$ cat config.mk
export PLATFORM = sky130hd
export DESIGN_NAME = bcb_exec
export DESIGN_NICKNAME = d
export VERILOG_FILES = /design/src/logic/bcb_pkg.sv /design/src/logic/bcb_cond_if.sv /design/src/logic/bcb_cond.sv /design/src/logic/bcb_exec.sv
export SDC_FILE = /design/constraint.sdc
export NUM_CORES = 1
export LEC_CHECK = 0
export BUFFER_PORTS_ARGS = -buffer_cell sky130_fd_sc_hd__buf_2
export CAP_MARGIN = 20
export CORE_MARGIN = 1.5
export CORE_UTILIZATION = 50
export DETAILED_ROUTE_END_ITERATION = 16
export GPL_TIMING_DRIVEN = 0
export HOLD_SLACK_MARGIN = 0.15
export PLACE_DENSITY = 0.82
export SLEW_MARGIN = 30
export SYNTH_ARGS = -nofsm -noshare
export SYNTH_HDL_FRONTEND = slang
export SYNTH_SLANG_ARGS = --single-unit
$ cat constraint.sdc
create_clock -name SYS_CLK -period 3.7 [get_ports SYS_CLK]
set_input_delay 0.74 -clock SYS_CLK [delete_from_list [all_inputs] [get_ports SYS_CLK]]
set_output_delay 0.74 -clock SYS_CLK [all_outputs]
set_load 0.005 [all_outputs]
$ cat src/logic/bcb_pkg.sv
// Constants for the bit-clear and relative-branch executor.
// Assumes an 8-bit core with a 16-bit address bus and separate data-in and data-out buses.
package bcb_pkg;
    localparam logic [7:0] OP_CLR_DIR = 8'h15;
    localparam logic [7:0] OP_CLR_IDX = 8'h1D;
    localparam logic [7:0] OP_PREBYTE_Y = 8'h18;
    localparam logic [3:0] OP_BR_HI = 4'h2;
    localparam logic [3:0] BR_ALWAYS = 4'h0;
    localparam logic [3:0] BR_NEVER = 4'h1;
    localparam logic [3:0] BR_UGT = 4'h2;
    localparam logic [3:0] BR_ULE = 4'h3;
    localparam logic [3:0] BR_CARRY_CLR = 4'h4;
    localparam logic [3:0] BR_CARRY_SET = 4'h5;
    localparam logic [3:0] BR_NOT_EQUAL = 4'h6;
    localparam logic [3:0] BR_EQUAL = 4'h7;
    localparam logic [3:0] BR_NO_OVF = 4'h8;
    localparam logic [3:0] BR_OVF = 4'h9;
    localparam logic [3:0] BR_POSITIVE = 4'hA;
    localparam logic [3:0] BR_NEGATIVE = 4'hB;
    localparam logic [3:0] BR_SGE = 4'hC;
    localparam logic [3:0] BR_SLT = 4'hD;
    localparam logic [3:0] BR_SGT = 4'hE;
    localparam logic [3:0] BR_SLE = 4'hF;
    localparam int CCR_N = 3;
    localparam int CCR_Z = 2;
    localparam int CCR_V = 1;
    localparam int CCR_C = 0;
    localparam logic [15:0] IDLE_ADDR = 16'hFFFF;
    localparam logic [15:0] PC_RESET = 16'h0000;
    localparam logic [7:0] CCR_RESET = 8'hD0;
    localparam logic [15:0] BR_PC_STEP = 16'h0002;
    localparam logic [7:0] DIRECT_PAGE = 8'h00;
    localparam logic [7:0] BYTE_ZERO = 8'h00;

    typedef enum logic [3:0] {
        ST_FETCH = 4'h0,
        ST_PREBYTE = 4'h1,
        ST_ADDR = 4'h2,
        ST_IDLE_IX = 4'h3,
        ST_READ_OP = 4'h4,
        ST_MASK = 4'h5,
        ST_IDLE_MOD = 4'h6,
        ST_WRITE = 4'h7,
        ST_BR_OFF = 4'h8,
        ST_BR_IDLE = 4'h9
    } bcb_state_type;

    typedef enum logic [1:0] {
        AM_DIR = 2'h0,
        AM_X = 2'h1,
        AM_Y = 2'h2
    } bcb_mode_type;
endpackage

$ cat src/logic/bcb_cond_if.sv
// Carries the branch opcode and condition codes to the condition evaluator.
// Assumes both ends sit in the same clock domain; the path is combinational.
`timescale 1ns/1ps
`default_nettype none
interface bcb_cond_if;
    logic [7:0] opcode;
    logic [7:0] condition_code_register;
    logic take;
    modport core (output opcode, output condition_code_register, input take);
    modport eval (input opcode, input condition_code_register, output take);
endinterface
`default_nettype wire

$ cat src/logic/bcb_cond.sv
// Branch condition evaluator for opcodes 20 to 2F.
// Assumes the caller only trusts take for opcodes in that range.
`timescale 1ns/1ps
`default_nettype none
module bcb_cond (
    bcb_cond_if.eval cif
);
    import bcb_pkg::*;
    logic n, z, v, c;
    always_comb begin
        n = cif.condition_code_register[CCR_N];
        z = cif.condition_code_register[CCR_Z];
        v = cif.condition_code_register[CCR_V];
        c = cif.condition_code_register[CCR_C];
        case (cif.opcode[3:0])
            BR_ALWAYS: cif.take = 1'b1;
            BR_NEVER: cif.take = 1'b0;
            BR_UGT: cif.take = !(c | z);
            BR_ULE: cif.take = c | z;
            BR_CARRY_CLR: cif.take = !c;
            BR_CARRY_SET: cif.take = c;
            BR_NOT_EQUAL: cif.take = !z;
            BR_EQUAL: cif.take = z;
            BR_NO_OVF: cif.take = !v;
            BR_OVF: cif.take = v;
            BR_POSITIVE: cif.take = !n;
            BR_NEGATIVE: cif.take = n;
            BR_SGE: cif.take = !(n ^ v);
            BR_SLT: cif.take = n ^ v;
            BR_SGT: cif.take = !(z | (n ^ v));
            BR_SLE: cif.take = z | (n ^ v);
            default: cif.take = 1'b0;
        endcase
    end
endmodule
`default_nettype wire

$ cat src/logic/bcb_exec.sv
// Executes memory bit-clear and the conditional relative branches.
// Assumes memory answers a read in the same bus cycle; DIN is sampled at its end.
`timescale 1ns/1ps
`default_nettype none
module bcb_exec (
    input wire logic SYS_CLK,
    input wire logic ARST_N,
    input wire logic [7:0] DIN,
    input wire logic [15:0] IX,
    input wire logic [15:0] IY,
    input wire logic CCR_LOAD,
    input wire logic [7:0] CCR_IN,
    output logic [15:0] ADDR,
    output logic [7:0] DOUT,
    output logic RW,
    output logic [15:0] PC,
    output logic [7:0] CONDITION_CODE_REGISTER,
    output logic SYNC,
    output logic ILLEGAL
);
    import bcb_pkg::*;

    logic rst_meta_r, rst_n;
    bcb_state_type state_r, state_nxt;
    bcb_mode_type mode_r, mode_nxt;
    logic [15:0] pc_r, pc_nxt, addr_r, addr_nxt, ea_r, ea_nxt;
    logic [7:0] op_r, op_nxt, off_r, off_nxt, opnd_r, opnd_nxt, mask_r, mask_nxt;
    logic [7:0] dout_r, dout_nxt, ccr_r, ccr_nxt;
    logic rw_r, rw_nxt, sync_r, sync_nxt, ill_r, ill_nxt, take_r, take_nxt;
    logic [7:0] result;

    bcb_cond_if cif ();
    bcb_cond u_cond (.cif(cif));
    assign cif.opcode = op_r;
    assign cif.condition_code_register = ccr_r;

    // Reset release through two flops; assertion stays asynchronous
    always_ff @(posedge SYS_CLK or negedge ARST_N) begin
        if (!ARST_N) begin
            rst_meta_r <= 1'b0;
            rst_n <= 1'b0;
        end else begin
            rst_meta_r <= 1'b1;
            rst_n <= rst_meta_r;
        end
    end

    function automatic logic [15:0] pc_inc(input logic [15:0] p);
        pc_inc = p + 16'h0001;
    endfunction

    assign result = opnd_r & ~mask_r;

    always_comb begin
        state_nxt = state_r;
        mode_nxt = mode_r;
        pc_nxt = pc_r;
        addr_nxt = addr_r;
        ea_nxt = ea_r;
        op_nxt = op_r;
        off_nxt = off_r;
        opnd_nxt = opnd_r;
        mask_nxt = mask_r;
        dout_nxt = dout_r;
        ccr_nxt = ccr_r;
        rw_nxt = 1'b1;
        sync_nxt = 1'b0;
        ill_nxt = 1'b0;
        take_nxt = take_r;
        case (state_r)
            ST_FETCH: begin
                op_nxt = DIN;
                pc_nxt = pc_inc(pc_r);
                addr_nxt = pc_inc(pc_r);
                if (DIN == OP_CLR_DIR) begin
                    mode_nxt = AM_DIR;
                    state_nxt = ST_ADDR;
                end else if (DIN == OP_CLR_IDX) begin
                    mode_nxt = AM_X;
                    state_nxt = ST_ADDR;
                end else if (DIN == OP_PREBYTE_Y) begin
                    state_nxt = ST_PREBYTE;
                end else if (DIN[7:4] == OP_BR_HI) begin
                    state_nxt = ST_BR_OFF;
                end else begin
                    // Foreign opcodes are skipped as one-byte no-ops
                    ill_nxt = 1'b1;
                    sync_nxt = 1'b1;
                end
            end
            ST_PREBYTE: begin
                pc_nxt = pc_inc(pc_r);
                addr_nxt = pc_inc(pc_r);
                if (DIN == OP_CLR_IDX) begin
                    mode_nxt = AM_Y;
                    state_nxt = ST_ADDR;
                end else begin
                    ill_nxt = 1'b1;
                    sync_nxt = 1'b1;
                    state_nxt = ST_FETCH;
                end
            end
            ST_ADDR: begin
                pc_nxt = pc_inc(pc_r);
                off_nxt = DIN;
                if (mode_r == AM_DIR) begin
                    ea_nxt = {DIRECT_PAGE, DIN};
                    addr_nxt = {DIRECT_PAGE, DIN};
                    state_nxt = ST_READ_OP;
                end else begin
                    addr_nxt = IDLE_ADDR;
                    state_nxt = ST_IDLE_IX;
                end
            end
            ST_IDLE_IX: begin
                ea_nxt = ((mode_r == AM_Y) ? IY : IX) + {8'h00, off_r};
                addr_nxt = ea_nxt;
                state_nxt = ST_READ_OP;
            end
            ST_READ_OP: begin
                opnd_nxt = DIN;
                addr_nxt = pc_r;
                state_nxt = ST_MASK;
            end
            ST_MASK: begin
                mask_nxt = DIN;
                pc_nxt = pc_inc(pc_r);
                addr_nxt = IDLE_ADDR;
                state_nxt = ST_IDLE_MOD;
            end
            ST_IDLE_MOD: begin
                addr_nxt = ea_r;
                rw_nxt = 1'b0;
                dout_nxt = result;
                ccr_nxt[CCR_N] = result[7];
                ccr_nxt[CCR_Z] = (result == BYTE_ZERO);
                ccr_nxt[CCR_V] = 1'b0;
                state_nxt = ST_WRITE;
            end
            ST_WRITE: begin
                addr_nxt = pc_r;
                sync_nxt = 1'b1;
                state_nxt = ST_FETCH;
            end
            ST_BR_OFF: begin
                off_nxt = DIN;
                pc_nxt = pc_inc(pc_r);
                take_nxt = cif.take;
                addr_nxt = IDLE_ADDR;
                state_nxt = ST_BR_IDLE;
            end
            ST_BR_IDLE: begin
                // Condition was latched a cycle early so a late flag load cannot flip it
                if (take_r) begin
                    pc_nxt = pc_r + {{8{off_r[7]}}, off_r};
                end
                addr_nxt = pc_nxt;
                sync_nxt = 1'b1;
                state_nxt = ST_FETCH;
            end
            default: begin
                addr_nxt = pc_r;
                state_nxt = ST_FETCH;
            end
        endcase
        // Outside core owns the flags; its load outranks a bit-clear update
        if (CCR_LOAD) begin
            ccr_nxt = CCR_IN;
        end
    end

    always_ff @(posedge SYS_CLK or negedge rst_n) begin
        if (!rst_n) begin
            state_r <= ST_FETCH;
            mode_r <= AM_DIR;
            pc_r <= PC_RESET;
            addr_r <= PC_RESET;
            ea_r <= PC_RESET;
            op_r <= BYTE_ZERO;
            off_r <= BYTE_ZERO;
            opnd_r <= BYTE_ZERO;
            mask_r <= BYTE_ZERO;
            dout_r <= BYTE_ZERO;
            ccr_r <= CCR_RESET;
            rw_r <= 1'b1;
            sync_r <= 1'b1;
            ill_r <= 1'b0;
            take_r <= 1'b0;
        end else begin
            state_r <= state_nxt;
            mode_r <= mode_nxt;
            pc_r <= pc_nxt;
            addr_r <= addr_nxt;
            ea_r <= ea_nxt;
            op_r <= op_nxt;
            off_r <= off_nxt;
            opnd_r <= opnd_nxt;
            mask_r <= mask_nxt;
            dout_r <= dout_nxt;
            ccr_r <= ccr_nxt;
            rw_r <= rw_nxt;
            sync_r <= sync_nxt;
            ill_r <= ill_nxt;
            take_r <= take_nxt;
        end
    end

    assign ADDR = addr_r;
    assign DOUT = dout_r;
    assign RW = rw_r;
    assign PC = pc_r;
    assign CONDITION_CODE_REGISTER = ccr_r;
    assign SYNC = sync_r;
    assign ILLEGAL = ill_r;
endmodule
`default_nettype wire

After elaboration in Yosys (flattened, before gate mapping)
Cells that the tools add are included.

Add/subtract/negate cells: 3. Eq/ne operators: 33. Multiplexer cells: 29. Bitwise logic cells: 5. Reductions and logical operators: 22.

Operator list (number): one-hot mux 16 bit (6 select lines) (1); 2-to-1 mux 16 bit (4); one-hot mux 16 bit (2 select lines) (2); equality test 4 bit, second input constant (10); equality test 4 x 3 -> 1 bit, second input constant (8); one-hot mux 4 bit (8 select lines) (1); equality test 8 x 5 -> 1 bit, second input constant (3); equality test 4 x 2 -> 1 bit, second input constant (5); 2-to-1 mux 4 bit (5); adder 16 x 1 -> 16 bit, second input constant (1); adder 16 bit (1); adder 16 x 8 -> 16 bit (1); one-hot mux 1 bit (16 select lines) (1); AND 8 bit (1); equality test 4 x 1 -> 1 bit, second input constant (2); logical NOT 4 bit (2); logical NOT 8 bit (1); 2-to-1 mux 2 bit (4); NOT 8 bit (1); nonzero test 2 bit (4); OR reduction 2 bit (4); logical NOT 1 bit (7); 2-to-1 mux 1 bit (6); 2-to-1 mux 3 bit (2); other kinds (13) (15).

Bits in registers: 104. Bits of input ports: 51. Output and inout bits: 51.

Logic depth before layout (Yosys ltp)
Depth in word-level cells: 6. Mapped depth: 13.

Modules after synthesis
Synthesis repeated with hierarchy kept, for this count alone.

Cells, all modules: 778. Area total of the unflattened synthesis: 7000.5 sq um.

By module, submodules not included: bcb_exec (times used 1, cells an instance 768, area each 6921.6 sq um, seq. area each 2708.8 sq um); bcb_cond (times used 1, cells an instance 10, area each 78.8 sq um, seq. area each 0.0 sq um).

Least setup slack after synthesis
OpenSTA, ideal clock, no wires.

Path kind: register -> register. From: reg mode_r[0]. To: reg addr_r[15], in the netlist ADDR[15]. Library setup time: 0.126 ns. Data arrival time: 3.310 ns. Data required time: 3.574 ns. Path slack: 0.264 ns. Cell stages (with the launch flop): 13. Period minus slack after synthesis: 3.436 ns. Cell sequence: dfrtp_1 > nand2b_4 > buf_6 > clkbuf_1 > mux2_2 > ha_1 > a21oi_1 > o22ai_1 > o41ai_2 > o21ai_0 > a31oi_4 > nor2_1 > o311a_1.

Longest elaborated chain between the ends: 4. Elaborated cells between the ends (all ways): 6. Those cells by class: 1 x add/sub; 1 x eq/ne; 3 x mux; 1 x reduce/logical.

Ends and longest elaborated chain: start, declared (RTL line bcb_exec.sv:25) `bcb_mode_type mode_r, mode_nxt;`; start signal, assigned (RTL line bcb_exec.sv:191) `mode_r <= mode_nxt;`; equality test 2 bit (RTL line bcb_exec.sv:116) `ea_nxt = ((mode_r == AM_Y) ? IY : IX) + {8'h00, off_r};`; 2-to-1 mux 16 bit (RTL line bcb_exec.sv:116); adder 16 x 8 -> 16 bit (RTL line bcb_exec.sv:116); one-hot mux 16 bit (6 select lines) (*) (RTL line bcb_exec.sv:70) `case (state_r)`; via addr_nxt[15] (RTL line bcb_exec.sv:26) `logic [15:0] pc_r, pc_nxt, addr_r, addr_nxt, ea_r, ea_nxt;`; end signal, assigned (RTL line bcb_exec.sv:193) `addr_r <= addr_nxt;`; end, declared (RTL line bcb_exec.sv:26).

Mark *: on every way through the listed nets, which the timed path passes. The rest lies on a longest branch. A chain may end at the register's enable or synchronous reset.

Final worst setup path
From: reg mode_r[0]. To: reg addr_r[12], in the netlist ADDR[12].

Same word-level chain as after synthesis.

==> results.ini <==
[status]
status=finished, final reports clean

[synth]
synth_warnings=0
synth_top_area_cell=dfrtp_1
synth_seq_area_share=0.383
syn_nets=803
async_flop_share=1.00
synthCells=724
ys_ff_latch=104
synth_area_um2=6820
syn_area_per_cell_um2=9.41
ys_top_cells_by_area=dfrtp_1, mux2_2, ha_1
synth_top_area_frac=0.364
synth_edf_count=0
ys_types=80
synth_ff_type=dfrtp_1

[clock_network]
cts_root_buf=clkbuf_16
clock_latency_ps=360
cts.sink_count=104
cts_buffers=9
htree_levels=3
cts_tree=yes
clockBufferDepth=2
path_clk_slew_ps=80

[finish]
design_area_um2=7940
antenna_cells=0
layout_commonest_cell=buf_2
drive_gt1_frac=0.245
fin_nets=915
final_cell_mix=buf_2, dfrtp_1, nand2_1, o21ai_0, nor2_1
syn_to_final_growth_pct=16.5
nFillCells=1152

[die]
core_area_um2=13300
dieArea_um2=14300
die_h_um=120
start_util=0.513
io_pins=102
die_w_um=120
row_count=42

[placement]
place_area_um2=7590
port_buffers=99
hpwl_um=14200
preCtsSetupSlack_ps=-451
place_congestion=0.949

[critical_path]
cp_max_fo=19
worstPathRequired_ps=3940
arrival_ps=3700
worstRegToRegCells=12
endpoint_kind=flop
critPathKind=reg2reg
cp-start-kind=flop

[routing]
first_iter_violations=572
num_vias=6264
dr.pass1.iters=5
ant_nets=0
drc=0
wl_per_cell_um=18.8
drt_wl_total_um=19100
vias_per_cell=6.16

[run]
drv_cap=0

[sta]
worst_slew_pin_slew_ps=902
fin_crit_sh=0.935
tns_ps=0
worst_slack_ps=242
rsz0062_at_grt=false
hold_violations=0
clock_skew_ps=9.52
fmax_ghz=0.289
relSlewSlack=0.394
drv_slew=0
period_needed_ps=3460
finalSetupViolCount=0

[grt]
grt_pass1_wl_um=30500
grt_max_degree=51
antenna_found_initial=0
globalRouteTotalUtil=0.270
grt_pass1_vias=5893
overflow=0

[hold_path]
holdCritPathClass=reg2async

[power_and_ir_drop]
peakVddDrop_uv=419
p_per_area_nw_per_um2=914
p_leak_nw=3.63

state kept, by name, indices dropped and copies added (netlist names):
signal,cells
RW,1
opnd_r,8
mask_r,8
ADDR,16
CONDITION_CODE_REGISTER,8
ea_r,16
mode_r,2
off_r,8
DOUT,8
take_r,1
ILLEGAL,1
PC,16
SYNC,1
rst_meta_r,1
cif.opcode,4
state_r,4
rst_n,1
logic make-up (layout without fill, tap and decap cells):
family,count (synthesis),count (layout),share of synthesized area
fa+ha+maj,28,28,0.0536
compound gates,210,210,0.215
mux,67,67,0.109
buf+inv,54,171,0.0327
flops,104,104,0.383
simple gates,223,223,0.159
other cells,1,1,0.000550
xor+xnor,37,37,0.0475
timing repair:
action / 4_1_cts / 5_1_grt
buffers inserted: 0 / 0
setup endpoints to repair: 9 / 5
gates resized for setup: 1 / 4
hold buffers: 1 / 0
cloned: 0 / 0
hold endpoints to repair: 2 / 0
pin swaps: 0 / 1
critical path, cell delays in order, from the launching register on:
cell	delay (ps)
dfrtp_1	450
nand2b_4	220
buf_6	200
mux2_2	250
ha_1	180
inv_1	60
fa_1	400
o21ai_1	300
a311oi_2	250
nor4_1	440
nor3_2	150
o31a_1	270
o32a_1	170
metal layers:
layer | GRT usage | wire, µm | vias up
met5 | 0 | 0 | -
met4 | 0.109 | 499 | 0
met3 | 0.0580 | 1610 | 50
met2 | 0.418 | 8740 | 318
met1 | 0.369 | 8220 | 3009
li1 | - | - | 2887
cell usage after synthesis, drive strengths merged (19+ instances only):
cell    instances
dfrtp          99
nand2          67
o21ai          60
nor2           58
a21oi          47
mux2           46
clkbuf         27
ha             26
xnor2          22
mux2i          21
nor3           19
report_power, final:
part	internal [mW]	switching, mW
logic	1.86	2.35
registers	1.61	0.435
clock network	0.493	0.508
total	3.97	3.29
area by class of cell:
cell class | count | area, µm² | share of cell area
clock buffers | 9 | 225 | 0.0284
multi-input cells | 566 | 4020 | 0.507
well taps | 176 | 220 | 0.0277
plain buffers | 41 | 174 | 0.0219
clock inverters | 7 | 88.8 | 0.0112
inverters | 12 | 45.0 | 0.00567
flip-flops and latches | 104 | 2610 | 0.329
repair buffers | 102 | 553 | 0.0696
per-stage QoR:
stage / utilization / total power [mW] / std cells / hold slack, ps
6_report: 0.597 / 7.26 / 1017 / 272
2_1_floorplan: - / 5.00 / 724 / 331
3_5_place_dp: 0.571 / 6.13 / 1001 / 273
4_1_cts: 0.596 / 7.15 / 1017 / 282
3_3_place_gp: 0.566 / 6.02 / 999 / 335
5_1_grt: 0.597 / 7.75 / 1017 / 306
final timing paths:
path / start / endpoint / slack (ps)
max: mode_r[0]$_DFFE_PN0P_ / ADDR[12]$_DFF_PN0_ / 240
min reg2reg: rst_n$_DFF_PN0_ / DOUT[5]$_DFFE_PN0P_ / 270
min in group SYS_CLK: rst_meta_r$_DFF_PN0_ / rst_n$_DFF_PN0_ / 360
max in group asynchronous: rst_n$_DFF_PN0_ / SYNC$_DFF_PN1_ / 2790
max reg2reg: mode_r[0]$_DFFE_PN0P_ / ADDR[12]$_DFF_PN0_ / 240
min: rst_n$_DFF_PN0_ / DOUT[5]$_DFFE_PN0P_ / 270
Note: power is estimated with default switching activity, not from simulation.
